<file path="config.mk">
export PLATFORM = sky130hd
export DESIGN_NAME = imu_chain
export DESIGN_NICKNAME = d
export VERILOG_FILES = /design/src/logic/imu_pkg.sv /design/src/logic/imu_chain.sv
export SDC_FILE = /design/constraint.sdc
export NUM_CORES = 1
export LEC_CHECK = 0
export BUFFER_PORTS_ARGS = -buffer_cell sky130_fd_sc_hd__buf_2
export CAP_MARGIN = 20
export CORE_AREA = 3 3 140 142
export DETAILED_ROUTE_END_ITERATION = 6
export DIE_AREA = 0 0 143 145
export PLACE_DENSITY = 0.63
export RECOVER_POWER = 50
export SYNTH_ARGS = -nofsm -noshare
export SYNTH_HDL_FRONTEND = slang
export SYNTH_SLANG_ARGS = --single-unit
</file>
<file path="constraint.sdc">
create_clock -name clk_i -period 2.57 [get_ports clk_i]
set_input_delay 0.1285 -clock clk_i [delete_from_list [all_inputs] [get_ports clk_i]]
set_output_delay 0.1285 -clock clk_i [all_outputs]
set_load 0.02 [all_outputs]
</file>
<file path="src/logic/imu_pkg.sv">
// constants for the gyroscope sample and calibration chain
package imu_pkg;
  localparam int unsigned CLK_HZ = 50000000;
  localparam int unsigned CONV_RATE_HZ = 4100;
  localparam int unsigned LOOP_RATE_HZ = 2000;
  localparam int unsigned CONV_CYCLES = CLK_HZ / CONV_RATE_HZ;
  localparam int unsigned LOOP_CYCLES = CLK_HZ / LOOP_RATE_HZ;
  localparam int unsigned STROBE_CYCLES = 4;
  localparam int DW = 16;
  localparam int CW = 16;
  localparam int FRAC = 14;
  localparam int AXES = 3;
  // clock-mode field and control bit positions
  localparam int MODE_LSB = 2;
  localparam int LINACC_BIT = 7;
  localparam int POL_BIT = 0;
  localparam logic [2:0] MODE_INTERNAL = 3'h0;
  localparam logic [2:0] MODE_DIRECT = 3'h1;
  localparam logic [2:0] MODE_PULSE = 3'h5;
  localparam logic [2:0] MODE_SCALED = 3'h2;
  localparam logic [7:0] MISC_CTRL_RESET = 8'h81;
  typedef enum logic [1:0] {
    IMU_IDLE = 2'b00,
    IMU_CALC = 2'b01,
    IMU_LOAD = 2'b10
  } imu_state_e;
endpackage : imu_pkg

</file>
<file path="src/logic/imu_chain.sv">
// gyroscope sampling, factory correction and output load
// How it works
// - runs sample/process/load loop from reset, no command
// - internal clock mode default; outputs at 2000 SPS
// - per-axis converter strobe at 4100 Hz
// - loop collects latest axis data at 2000 Hz
// - three external modes let sync pin pace loop
// - out = M*raw + bias + L*accel per axis
// - coefficients held internally, never user visible
// - one control bit switches linear-g term
// - code 001 direct, 101 pulse sync, edge paces
// - data-ready pulses on every load; polarity bit
`timescale 1ns/1ps
module imu_chain
#(
  parameter int unsigned LOOP_DIV = imu_pkg::LOOP_CYCLES,
  parameter int unsigned CONV_DIV = imu_pkg::CONV_CYCLES,
  parameter logic [9*imu_pkg::CW-1:0] SCALE_M = {16'h4000, 16'h0000, 16'h0000,
                                                16'h0000, 16'h4000, 16'h0000,
                                                16'h0000, 16'h0000, 16'h4000},
  parameter logic [3*imu_pkg::CW-1:0] BIAS_V = '0,
  parameter logic [9*imu_pkg::CW-1:0] LINACC_M = '0
) (
  input wire logic clk_i,
  input wire logic reset_n_i,
  input wire logic clk_en_i,
  input wire logic [7:0] misc_control_reg_i,
  input wire logic sync_i,
  input wire logic [3*imu_pkg::DW-1:0] gyro_raw_i,
  input wire logic [3*imu_pkg::DW-1:0] accel_cal_i,
  output logic [2:0] gyro_converter_clock_o,
  output logic [3*imu_pkg::DW-1:0] gyro_out_o,
  output logic new_sample_strobe_o
);
  import imu_pkg::*;

  // coefficients live only in parameters: no port exposes them
  logic [31:0] conv_cnt_q;
  logic [31:0] loop_cnt_q;
  logic [2:0] stb_cnt_q;
  logic sync_q;
  logic strobe_q;
  logic [3*DW-1:0] raw_q;
  logic [3*DW-1:0] out_q;
  imu_state_e state_q;

  // mode is decoded from the live control byte, so a change acts on the next tick;
  // codes other than the three sync codes keep the internal divider in charge
  wire [2:0] mode = misc_control_reg_i[MODE_LSB +: 3];
  wire linacc_en = misc_control_reg_i[LINACC_BIT];
  wire strobe_pol = misc_control_reg_i[POL_BIT];
  wire mode_ext = (mode == MODE_DIRECT) || (mode == MODE_PULSE) || (mode == MODE_SCALED);
  wire sync_rise = sync_i && !sync_q;
  wire conv_tick = (conv_cnt_q == CONV_DIV - 1);
  wire int_tick = (loop_cnt_q == LOOP_DIV - 1);
  wire loop_tick = mode_ext ? sync_rise : int_tick;

  // correction: signed fixed point, FRAC fraction bits in M and L
  logic signed [DW-1:0] corr [AXES];
  // one row of each matrix per axis, first row in the top bits
  genvar r;
  generate
    for (r = 0; r < AXES; r++) begin : g_axis
      logic signed [DW+CW+2:0] acc_m;
      logic signed [DW+CW+2:0] acc_l;
      logic signed [DW+CW+2:0] sum;
      // a signed zero keeps the whole sum signed; an unsized '0 would make the shifts logical
      localparam logic signed [DW+CW+2:0] ACC_ZERO = '0;
      // accel words are read live at the load edge; the far side holds them from tick to load
      always_comb begin
        acc_m = '0;
        acc_l = '0;
        for (int c = 0; c < AXES; c++) begin
          acc_m = acc_m + $signed(SCALE_M[(8-(3*r+c))*CW +: CW]) * $signed(raw_q[c*DW +: DW]);
          acc_l = acc_l + $signed(LINACC_M[(8-(3*r+c))*CW +: CW]) * $signed(accel_cal_i[c*DW +: DW]);
        end
        // only the linear-g term is gated; scale and bias stay
        sum = (acc_m >>> FRAC) + $signed(BIAS_V[(2-r)*CW +: CW]) + (linacc_en ? (acc_l >>> FRAC) : ACC_ZERO);
        corr[r] = sum[DW-1:0];
      end
      assign gyro_converter_clock_o[r] = conv_tick; // one converter strobe per axis
      assign gyro_out_o[r*DW +: DW] = out_q[r*DW +: DW];
    end
  endgenerate

  // both dividers run free in every mode; in the sync modes the loop divider
  // is simply not listened to, so returning to internal needs no restart
  always_ff @(posedge clk_i or negedge reset_n_i) begin
    if (!reset_n_i) begin
      conv_cnt_q <= '0;
      loop_cnt_q <= '0;
      sync_q <= 1'b0;
    end else if (clk_en_i) begin
      conv_cnt_q <= conv_tick ? '0 : conv_cnt_q + 32'h1;
      loop_cnt_q <= int_tick ? '0 : loop_cnt_q + 32'h1;
      sync_q <= sync_i;
    end
  end

  // latest converter word per axis, taken once per loop period
  // words arriving between ticks are ignored; only the one present at the tick counts
  always_ff @(posedge clk_i or negedge reset_n_i) begin
    if (!reset_n_i) begin
      raw_q <= '0;
    end else if (clk_en_i && loop_tick && state_q == IMU_IDLE) begin
      raw_q <= gyro_raw_i;
    end
  end

  // three-step frame: IDLE waits for a tick, CALC gives the products a full
  // cycle to settle, LOAD writes the result; a tick that lands in CALC or LOAD
  // is dropped, so sync edges closer than three cycles apart lose a frame
  // rather than corrupting the one in flight
  always_ff @(posedge clk_i or negedge reset_n_i) begin
    if (!reset_n_i) begin
      state_q <= IMU_IDLE;
      out_q <= '0;
    end else if (clk_en_i) begin
      case (state_q)
        IMU_IDLE: begin
          if (loop_tick) begin
            state_q <= IMU_CALC;
          end
        end
        IMU_CALC: begin
          state_q <= IMU_LOAD;
        end
        IMU_LOAD: begin
          out_q <= {corr[2], corr[1], corr[0]};
          state_q <= IMU_IDLE;
        end
        default: begin
          state_q <= IMU_IDLE;
        end
      endcase
    end
  end

  // strobe active for STROBE_CYCLES after each load
  // a load inside a running strobe restarts the count, so the pulse stretches
  always_ff @(posedge clk_i or negedge reset_n_i) begin
    if (!reset_n_i) begin
      stb_cnt_q <= '0;
      strobe_q <= 1'b0;
    end else if (clk_en_i) begin
      if (state_q == IMU_LOAD) begin
        stb_cnt_q <= 3'(STROBE_CYCLES);
        strobe_q <= 1'b1;
      end else if (stb_cnt_q != 3'h0) begin
        stb_cnt_q <= stb_cnt_q - 3'h1;
        strobe_q <= (stb_cnt_q != 3'h1);
      end
    end
  end
  // polarity bit high: strobe active high, idle low
  assign new_sample_strobe_o = strobe_pol ? strobe_q : !strobe_q;

  // reference dividers for the checks below, kept apart from the design counters
  // so that a broken wrap or tick decode shows as a mismatch rather than agreeing
  // with itself; they freeze with the clock enable like the design does
  logic [31:0] chk_conv_gap_q;
  logic [31:0] chk_loop_gap_q;
  wire chk_conv_end = (chk_conv_gap_q == CONV_DIV - 1);
  wire chk_loop_end = (chk_loop_gap_q == LOOP_DIV - 1);

  always_ff @(posedge clk_i or negedge reset_n_i) begin
    if (!reset_n_i) begin
      chk_conv_gap_q <= '0;
      chk_loop_gap_q <= '0;
    end else if (clk_en_i) begin
      chk_conv_gap_q <= chk_conv_end ? 32'h0 : chk_conv_gap_q + 32'h1;
      chk_loop_gap_q <= chk_loop_end ? 32'h0 : chk_loop_gap_q + 32'h1;
    end
  end

  // with clock enable low every state holds, so moves are only expected on enabled edges
  a_load_strobe: assert property (@(posedge clk_i) disable iff (!reset_n_i)
    (clk_en_i && state_q == IMU_LOAD) |=> strobe_q)
    else $error("strobe missing after load");
  a_tick_load: assert property (@(posedge clk_i) disable iff (!reset_n_i)
    (clk_en_i && state_q == IMU_IDLE && loop_tick) |=> (state_q == IMU_CALC))
    else $error("loop tick did not start processing");
  a_internal_rate: assert property (@(posedge clk_i) disable iff (!reset_n_i)
    (clk_en_i && !mode_ext && state_q == IMU_IDLE) |=> (state_q == ($past(chk_loop_end) ? IMU_CALC : IMU_IDLE)))
    else $error("internal loop rate wrong");
  a_ext_pace: assert property (@(posedge clk_i) disable iff (!reset_n_i)
    (clk_en_i && mode_ext && state_q == IMU_IDLE)
    |=> (state_q == ($past(sync_i && !sync_q) ? IMU_CALC : IMU_IDLE)))
    else $error("external mode ticked without sync edge");
  a_sync_edge: assert property (@(posedge clk_i) disable iff (!reset_n_i)
    (clk_en_i && (mode == MODE_DIRECT || mode == MODE_PULSE) && sync_rise && state_q == IMU_IDLE)
    |=> ##1 (state_q == IMU_LOAD))
    else $error("sync edge did not lead to load");
  a_conv_rate: assert property (@(posedge clk_i) disable iff (!reset_n_i)
    gyro_converter_clock_o == {3{chk_conv_end}})
    else $error("converter strobe wrong");
  a_load_value: assert property (@(posedge clk_i) disable iff (!reset_n_i)
    (clk_en_i && state_q == IMU_LOAD) |=> (out_q == $past({corr[2], corr[1], corr[0]})))
    else $error("output not loaded with correction");
  a_raw_latch: assert property (@(posedge clk_i) disable iff (!reset_n_i)
    (clk_en_i && state_q == IMU_IDLE && loop_tick) |=> (raw_q == $past(gyro_raw_i)))
    else $error("raw sample not captured");
  a_strobe_len: assert property (@(posedge clk_i) disable iff (!reset_n_i)
    (clk_en_i && state_q == IMU_LOAD) |=> strobe_q[*4])
    else $error("strobe too short");
  a_out_hold: assert property (@(posedge clk_i) disable iff (!reset_n_i)
    (state_q != IMU_LOAD) |=> $stable(out_q))
    else $error("output changed outside a load");
  a_busy_refuse: assert property (@(posedge clk_i) disable iff (!reset_n_i)
    (state_q != IMU_IDLE) |=> $stable(raw_q))
    else $error("raw sample taken while busy");
  a_calc_load: assert property (@(posedge clk_i) disable iff (!reset_n_i)
    (clk_en_i && state_q == IMU_CALC) |=> (state_q == IMU_LOAD))
    else $error("processing stalled before load");
  a_strobe_end: assert property (@(posedge clk_i) disable iff (!reset_n_i)
    (clk_en_i && state_q != IMU_LOAD && stb_cnt_q == 3'h1) |=> !strobe_q)
    else $error("strobe outlasted its count");
  // covers: one frame in each pacing mode and one without the linear-g term
  c_internal: cover property (@(posedge clk_i) disable iff (!reset_n_i) !mode_ext && state_q == IMU_LOAD);
  c_direct: cover property (@(posedge clk_i) disable iff (!reset_n_i) mode == MODE_DIRECT && state_q == IMU_LOAD);
  c_pulse: cover property (@(posedge clk_i) disable iff (!reset_n_i) mode == MODE_PULSE && state_q == IMU_LOAD);
  c_nolin: cover property (@(posedge clk_i) disable iff (!reset_n_i) !linacc_en && state_q == IMU_LOAD);
  c_scaled: cover property (@(posedge clk_i) disable iff (!reset_n_i) mode == MODE_SCALED && state_q == IMU_LOAD);
endmodule : imu_chain

</file>
==> results.md <==
Clocking:
- The clock reaches the later pin of the worst-skew pair after 0.42 ns.
- Clock tree synthesis inserted a total of 17 buffers.
- TritonCTS built the clock tree.
- The clock-pin slew reported for the worst setup and hold paths after clock tree synthesis is approximately 0.07 ns.
- The root cell of the clock tree is clkbuf_16.
- The clock net in this run drives a total of roughly 170 sinks.
- The H-tree generated during clock tree synthesis spans 4 levels.
- In this run the deepest clock path goes through 2 buffers.

Placement:
- The number of cells in the design after placement is just over 900.
- Timing analysis after detailed placement gives a worst setup slack of a little under 0.2 ns.
- The congestion estimate from routability-driven global placement came to about 0.8.
- The post-DP HPWL is around 11 mm.
- The cell area reported after detailed placement is slightly above 8000 um2.
- The count of input and output buffers is between 100 and 150.

Floorplanning:
- The core area is 18,600 um2.
- 160 I/O pins were placed.
- The die boundary height is approximately 150 um.
- The number of cell rows is 50.
- The horizontal extent of the die is 143 um.
- Once the floorplan was initialized, standard cells occupied 39.3% of the core.
- The die covers about 21,000 um2.

Yosys:
- The synthesized netlist devotes between 1 and 1.5% of its cell area to adder and majority cells.
- For this run, the number of Yosys warnings is 0.
- By area the synthesized netlist is led by dfrtp_1, mux2_2, a221o_1.
- The share of flip-flops with an asynchronous set or reset after synthesis is between 90% and 100%.
- The largest total area in the synthesized netlist belongs to dfrtp_1.
- The total nets after synthesis is 723.
- The number of different library cells in the post-synthesis netlist is 42.
- By area, the combinational part of the netlist is dominated by simple AND/OR/NAND/NOR gates.
- After Yosys synthesis, and, or, nand and nor cells account for 15.6% of the synthesized area.
- The synthesized netlist devotes approximately 6.6% of its cell area to XOR and XNOR gates.
- The portion of synthesized area spent on multiplexers is 8.00%.
- The synthesized netlist cell count is about 610.
- The synthesized-area fraction occupied by ao, oa, aoi and oai cells is just under 9%.
- The mean cell area of the mapped netlist is about 12 um2.
- Counting flops with a built-in enable in the synthesized netlist gives 0.
- The share of Yosys cell area claimed by the top area cell type is a little under three fifths.
- In this run, synthesis produced a sequential element count of 167.
- Among all flip-flop cells after synthesis, the most frequent one is dfrtp_1.
- The share of synthesized area occupied by flip-flops and latches is between 50 and 60%.
- In this run the cell area of the synthesized design comes to ~7300 um2.

Setup path:
- STA classifies the critical path endpoint as a flip-flop.
- Data on the critical path is required at its endpoint by about 2.9 ns.
- The maximum fanout along the worst path is 38.
- STA puts the critical path data arrival time at approximately 2.6 ns.
- The critical path is of the flip-flop to flip-flop type.
- The kind of start point of the critical path is a flip-flop.

Run:
- The max-capacitance violation count is 1.

Global route:
- The global-route wire length before repair is 27.8 mm.
- The via count of the first global-routing pass was 5,674.
- Summed over all layers, the global routing overflow is 0.
- Across every metal layer, demand over resource in global routing totals between 10% and 20%.
- The pin count of the biggest net entering global routing is 63.
- The number of antenna violations at the first check in global routing is 1.

Worst hold path:
- The path class of the tightest hold or removal check is primary input to flip-flop.

Routing:
- The via total after detailed routing is ~5.4k.
- The number of iterations in the first detailed-routing pass is 5.
- The first routing iteration left 253 violations.
- The number of nets with antenna violations after detailed routing is 0.
- The routed wire length per instance is roughly 17 um.
- Summed over all layers, the routed wires come to about 17 mm.
- The via count normalized by instance count is 5.34.
- The number of design rule violations left after detail routing is 0.

STA:
- Setup violations remaining at the end of the flow were counted as 0.
- For the pin with the worst max-slew slack, the measured transition is between 1.5 and 2 ns.
- Static timing analysis puts the maximum clock frequency at between 0.4 and 0.5 GHz.
- After layout, the worst setup slack is 0.277 ns.
- Measured against its own limit, the worst slew margin works out to -2.03%.
- Of the available clock period, the critical path in the final layout requires between 80% and 90%.
- After routing, the total negative slack on setup checks comes to 0 ns.
- The number of pins with negative max-slew slack in the final report is 62.
- Setup repair after global routing left no endpoint under its margin.
- The final hold slack is 0.0677 ns.
- The number of hold-slack violations in the final timing report is 0.
- The minimum clock period is 2.29 ns.
- The worst clock skew on the final layout is 0.0116 ns.

Power:
- Net switching is between 30% and 40% of the power.
- The clock network accounts for a little under a third of the total power.
- IR analysis of the VDD net gives a maximum drop of ~0.47 mV.
- The switching power of the nets is 2.60 mW.
- The combinational cell fraction of total power is between 20 and 25%.
- The completed layout was analyzed and its total power is around 8 mW.
- In this run the power density over the cells is 867 nW/um2.
- The internal power is roughly 5.4 mW.
- Per report_power, the sequential group accounts for a little under half of the total.
- The static power due to leakage is around 4.4 nW.

Final layout:
- The fraction of the core area covered by cells at the end of the flow is 49.4%.
- 0 antenna diodes ended up in the layout.
- The final cell count without fillers is approximately 1.0k.
- With fillers left out, the area of the finished cells amounts to between 9000 and 10,000 um2.
- Cells with a size suffix above 1 make up between 20% and 30% of the layout.
- The post-synthesis to final-layout area growth is 25.8%.
- In the layout the commonest cells are dfrtp_1, buf_2, and3_1, mux2_2, dlygate4sd3_1.
- The library cell used most frequently in the layout, excluding fill and tap cells, is dfrtp_1.
- For this run, the post-layout net count is between 800 and 900.

Run status:
- The final reports fail on capacitance limit, slew limit.
- The flow ran to the end, but the final reports show violations.
==> what timing repair did <==
action                                 4_1_cts  5_1_grt
gates resized for setup                      0        1
setup buffers                                0        0
setup endpoints to repair                    0        5
hold buffers                                50        0
endpoints found under the hold margin      108        0
==> state kept, by name, indices dropped and copies added (netlist names) <==
name        cells
conv_cnt_q     32
gyro_out_o     48
loop_cnt_q     32
raw_q          48
state_q         2
stb_cnt_q       3
strobe_q        1
sync_q          1
==> worst paths after layout <==
kind / from / endpoint / slack, ns / cells after the start
worst max-delay path: loop_cnt_q[15] / raw_q[10] / 0.28 / 6
worst min-delay path: clk_en_i / state_q[1] / 0.07 / 3
worst max register to register: loop_cnt_q[15] / raw_q[10] / 0.28 / 6
worst min register to register: conv_cnt_q[31] / conv_cnt_q[31] / 0.47 / 1
max in group asynchronous: reset_n_i / gyro_out_o[9] / 0.59 / 3
min in group asynchronous: reset_n_i / gyro_out_o[21] / 0.63 / 2
==> critical path, stage by stage, from the launching register on <==
cell and delay (ns):
dfrtp_1 0.45, nor4_1 0.28, nand4_1 0.19, nor4_4 0.43
o21ai_4 0.19, buf_12 0.22, a221o_1 0.38
==> synth_stat cells, types with 2 or more instances <==
cell / count
dfrtp_1: 167
and3_1: 55
mux2_2: 51
a221o_1: 48
nand2_1: 37
xnor2_1: 33
nor2_1: 31
xor2_1: 22
clkbuf_1: 21
nand3_1: 18
nand4_1: 17
inv_1: 14
nor4_1: 12
nor3_1: 11
a21oi_1: 8
o21ai_0: 8
buf_2: 6
ha_1: 6
and4_1: 5
nor2b_1: 4
or3_1: 4
and2_1: 3
buf_4: 3
nor4b_1: 3
a211o_1: 2
buf_1: 2
nand2b_1: 2
nor4_2: 2
==> final cells by class <==
| cell class | instances | area (um2) |
|---|---|---|
| Inverter | 14 | 52.6 |
| Clock buffer | 17 | 425 |
| Timing Repair Buffer | 170 | 1120 |
| Clock inverter | 15 | 160 |
| Tap cell | 234 | 293 |
| Sequential cell | 167 | 4180 |
| Fill cell | 1635 | 9400 |
| Multi-Input combinational cell | 395 | 2950 |
==> metal layers <==
metal	wire, um	vias up	global-route usage (%)
met3	841	17	4.09
li1	-	2542	-
met4	161	2	4.47
met2	8320	137	27.5
met5	13	-	0
met1	7480	2704	20.9
==> power groups by stage <==
| stage | sequential, mW | combinational (mW) | clock (mW) |
|---|---|---|---|
| finish | 3.64 | 1.80 | 2.53 |
| global route | 3.72 | 1.95 | 2.70 |
| CTS | 3.63 | 1.91 | 2.59 |
| detailed placement | 3.67 | 1.84 | 0 |
| global placement | 3.63 | 1.78 | 0 |
| floorplan | 3.99 | 0.775 | 0 |
==> kinds of logic (layout without fill, tap and decap cells) <==
group / count (synthesis) / after routing
multiplexers: 52 / 52
adder cells (fa/ha/maj): 6 / 6
buffers and inverters: 47 / 216
AND/OR/NAND/NOR: 208 / 208
flip-flops: 167 / 167
XOR/XNOR: 55 / 55
AO/OA/AOI/OAI: 74 / 74
Note: power is estimated with default switching activity, not from simulation.
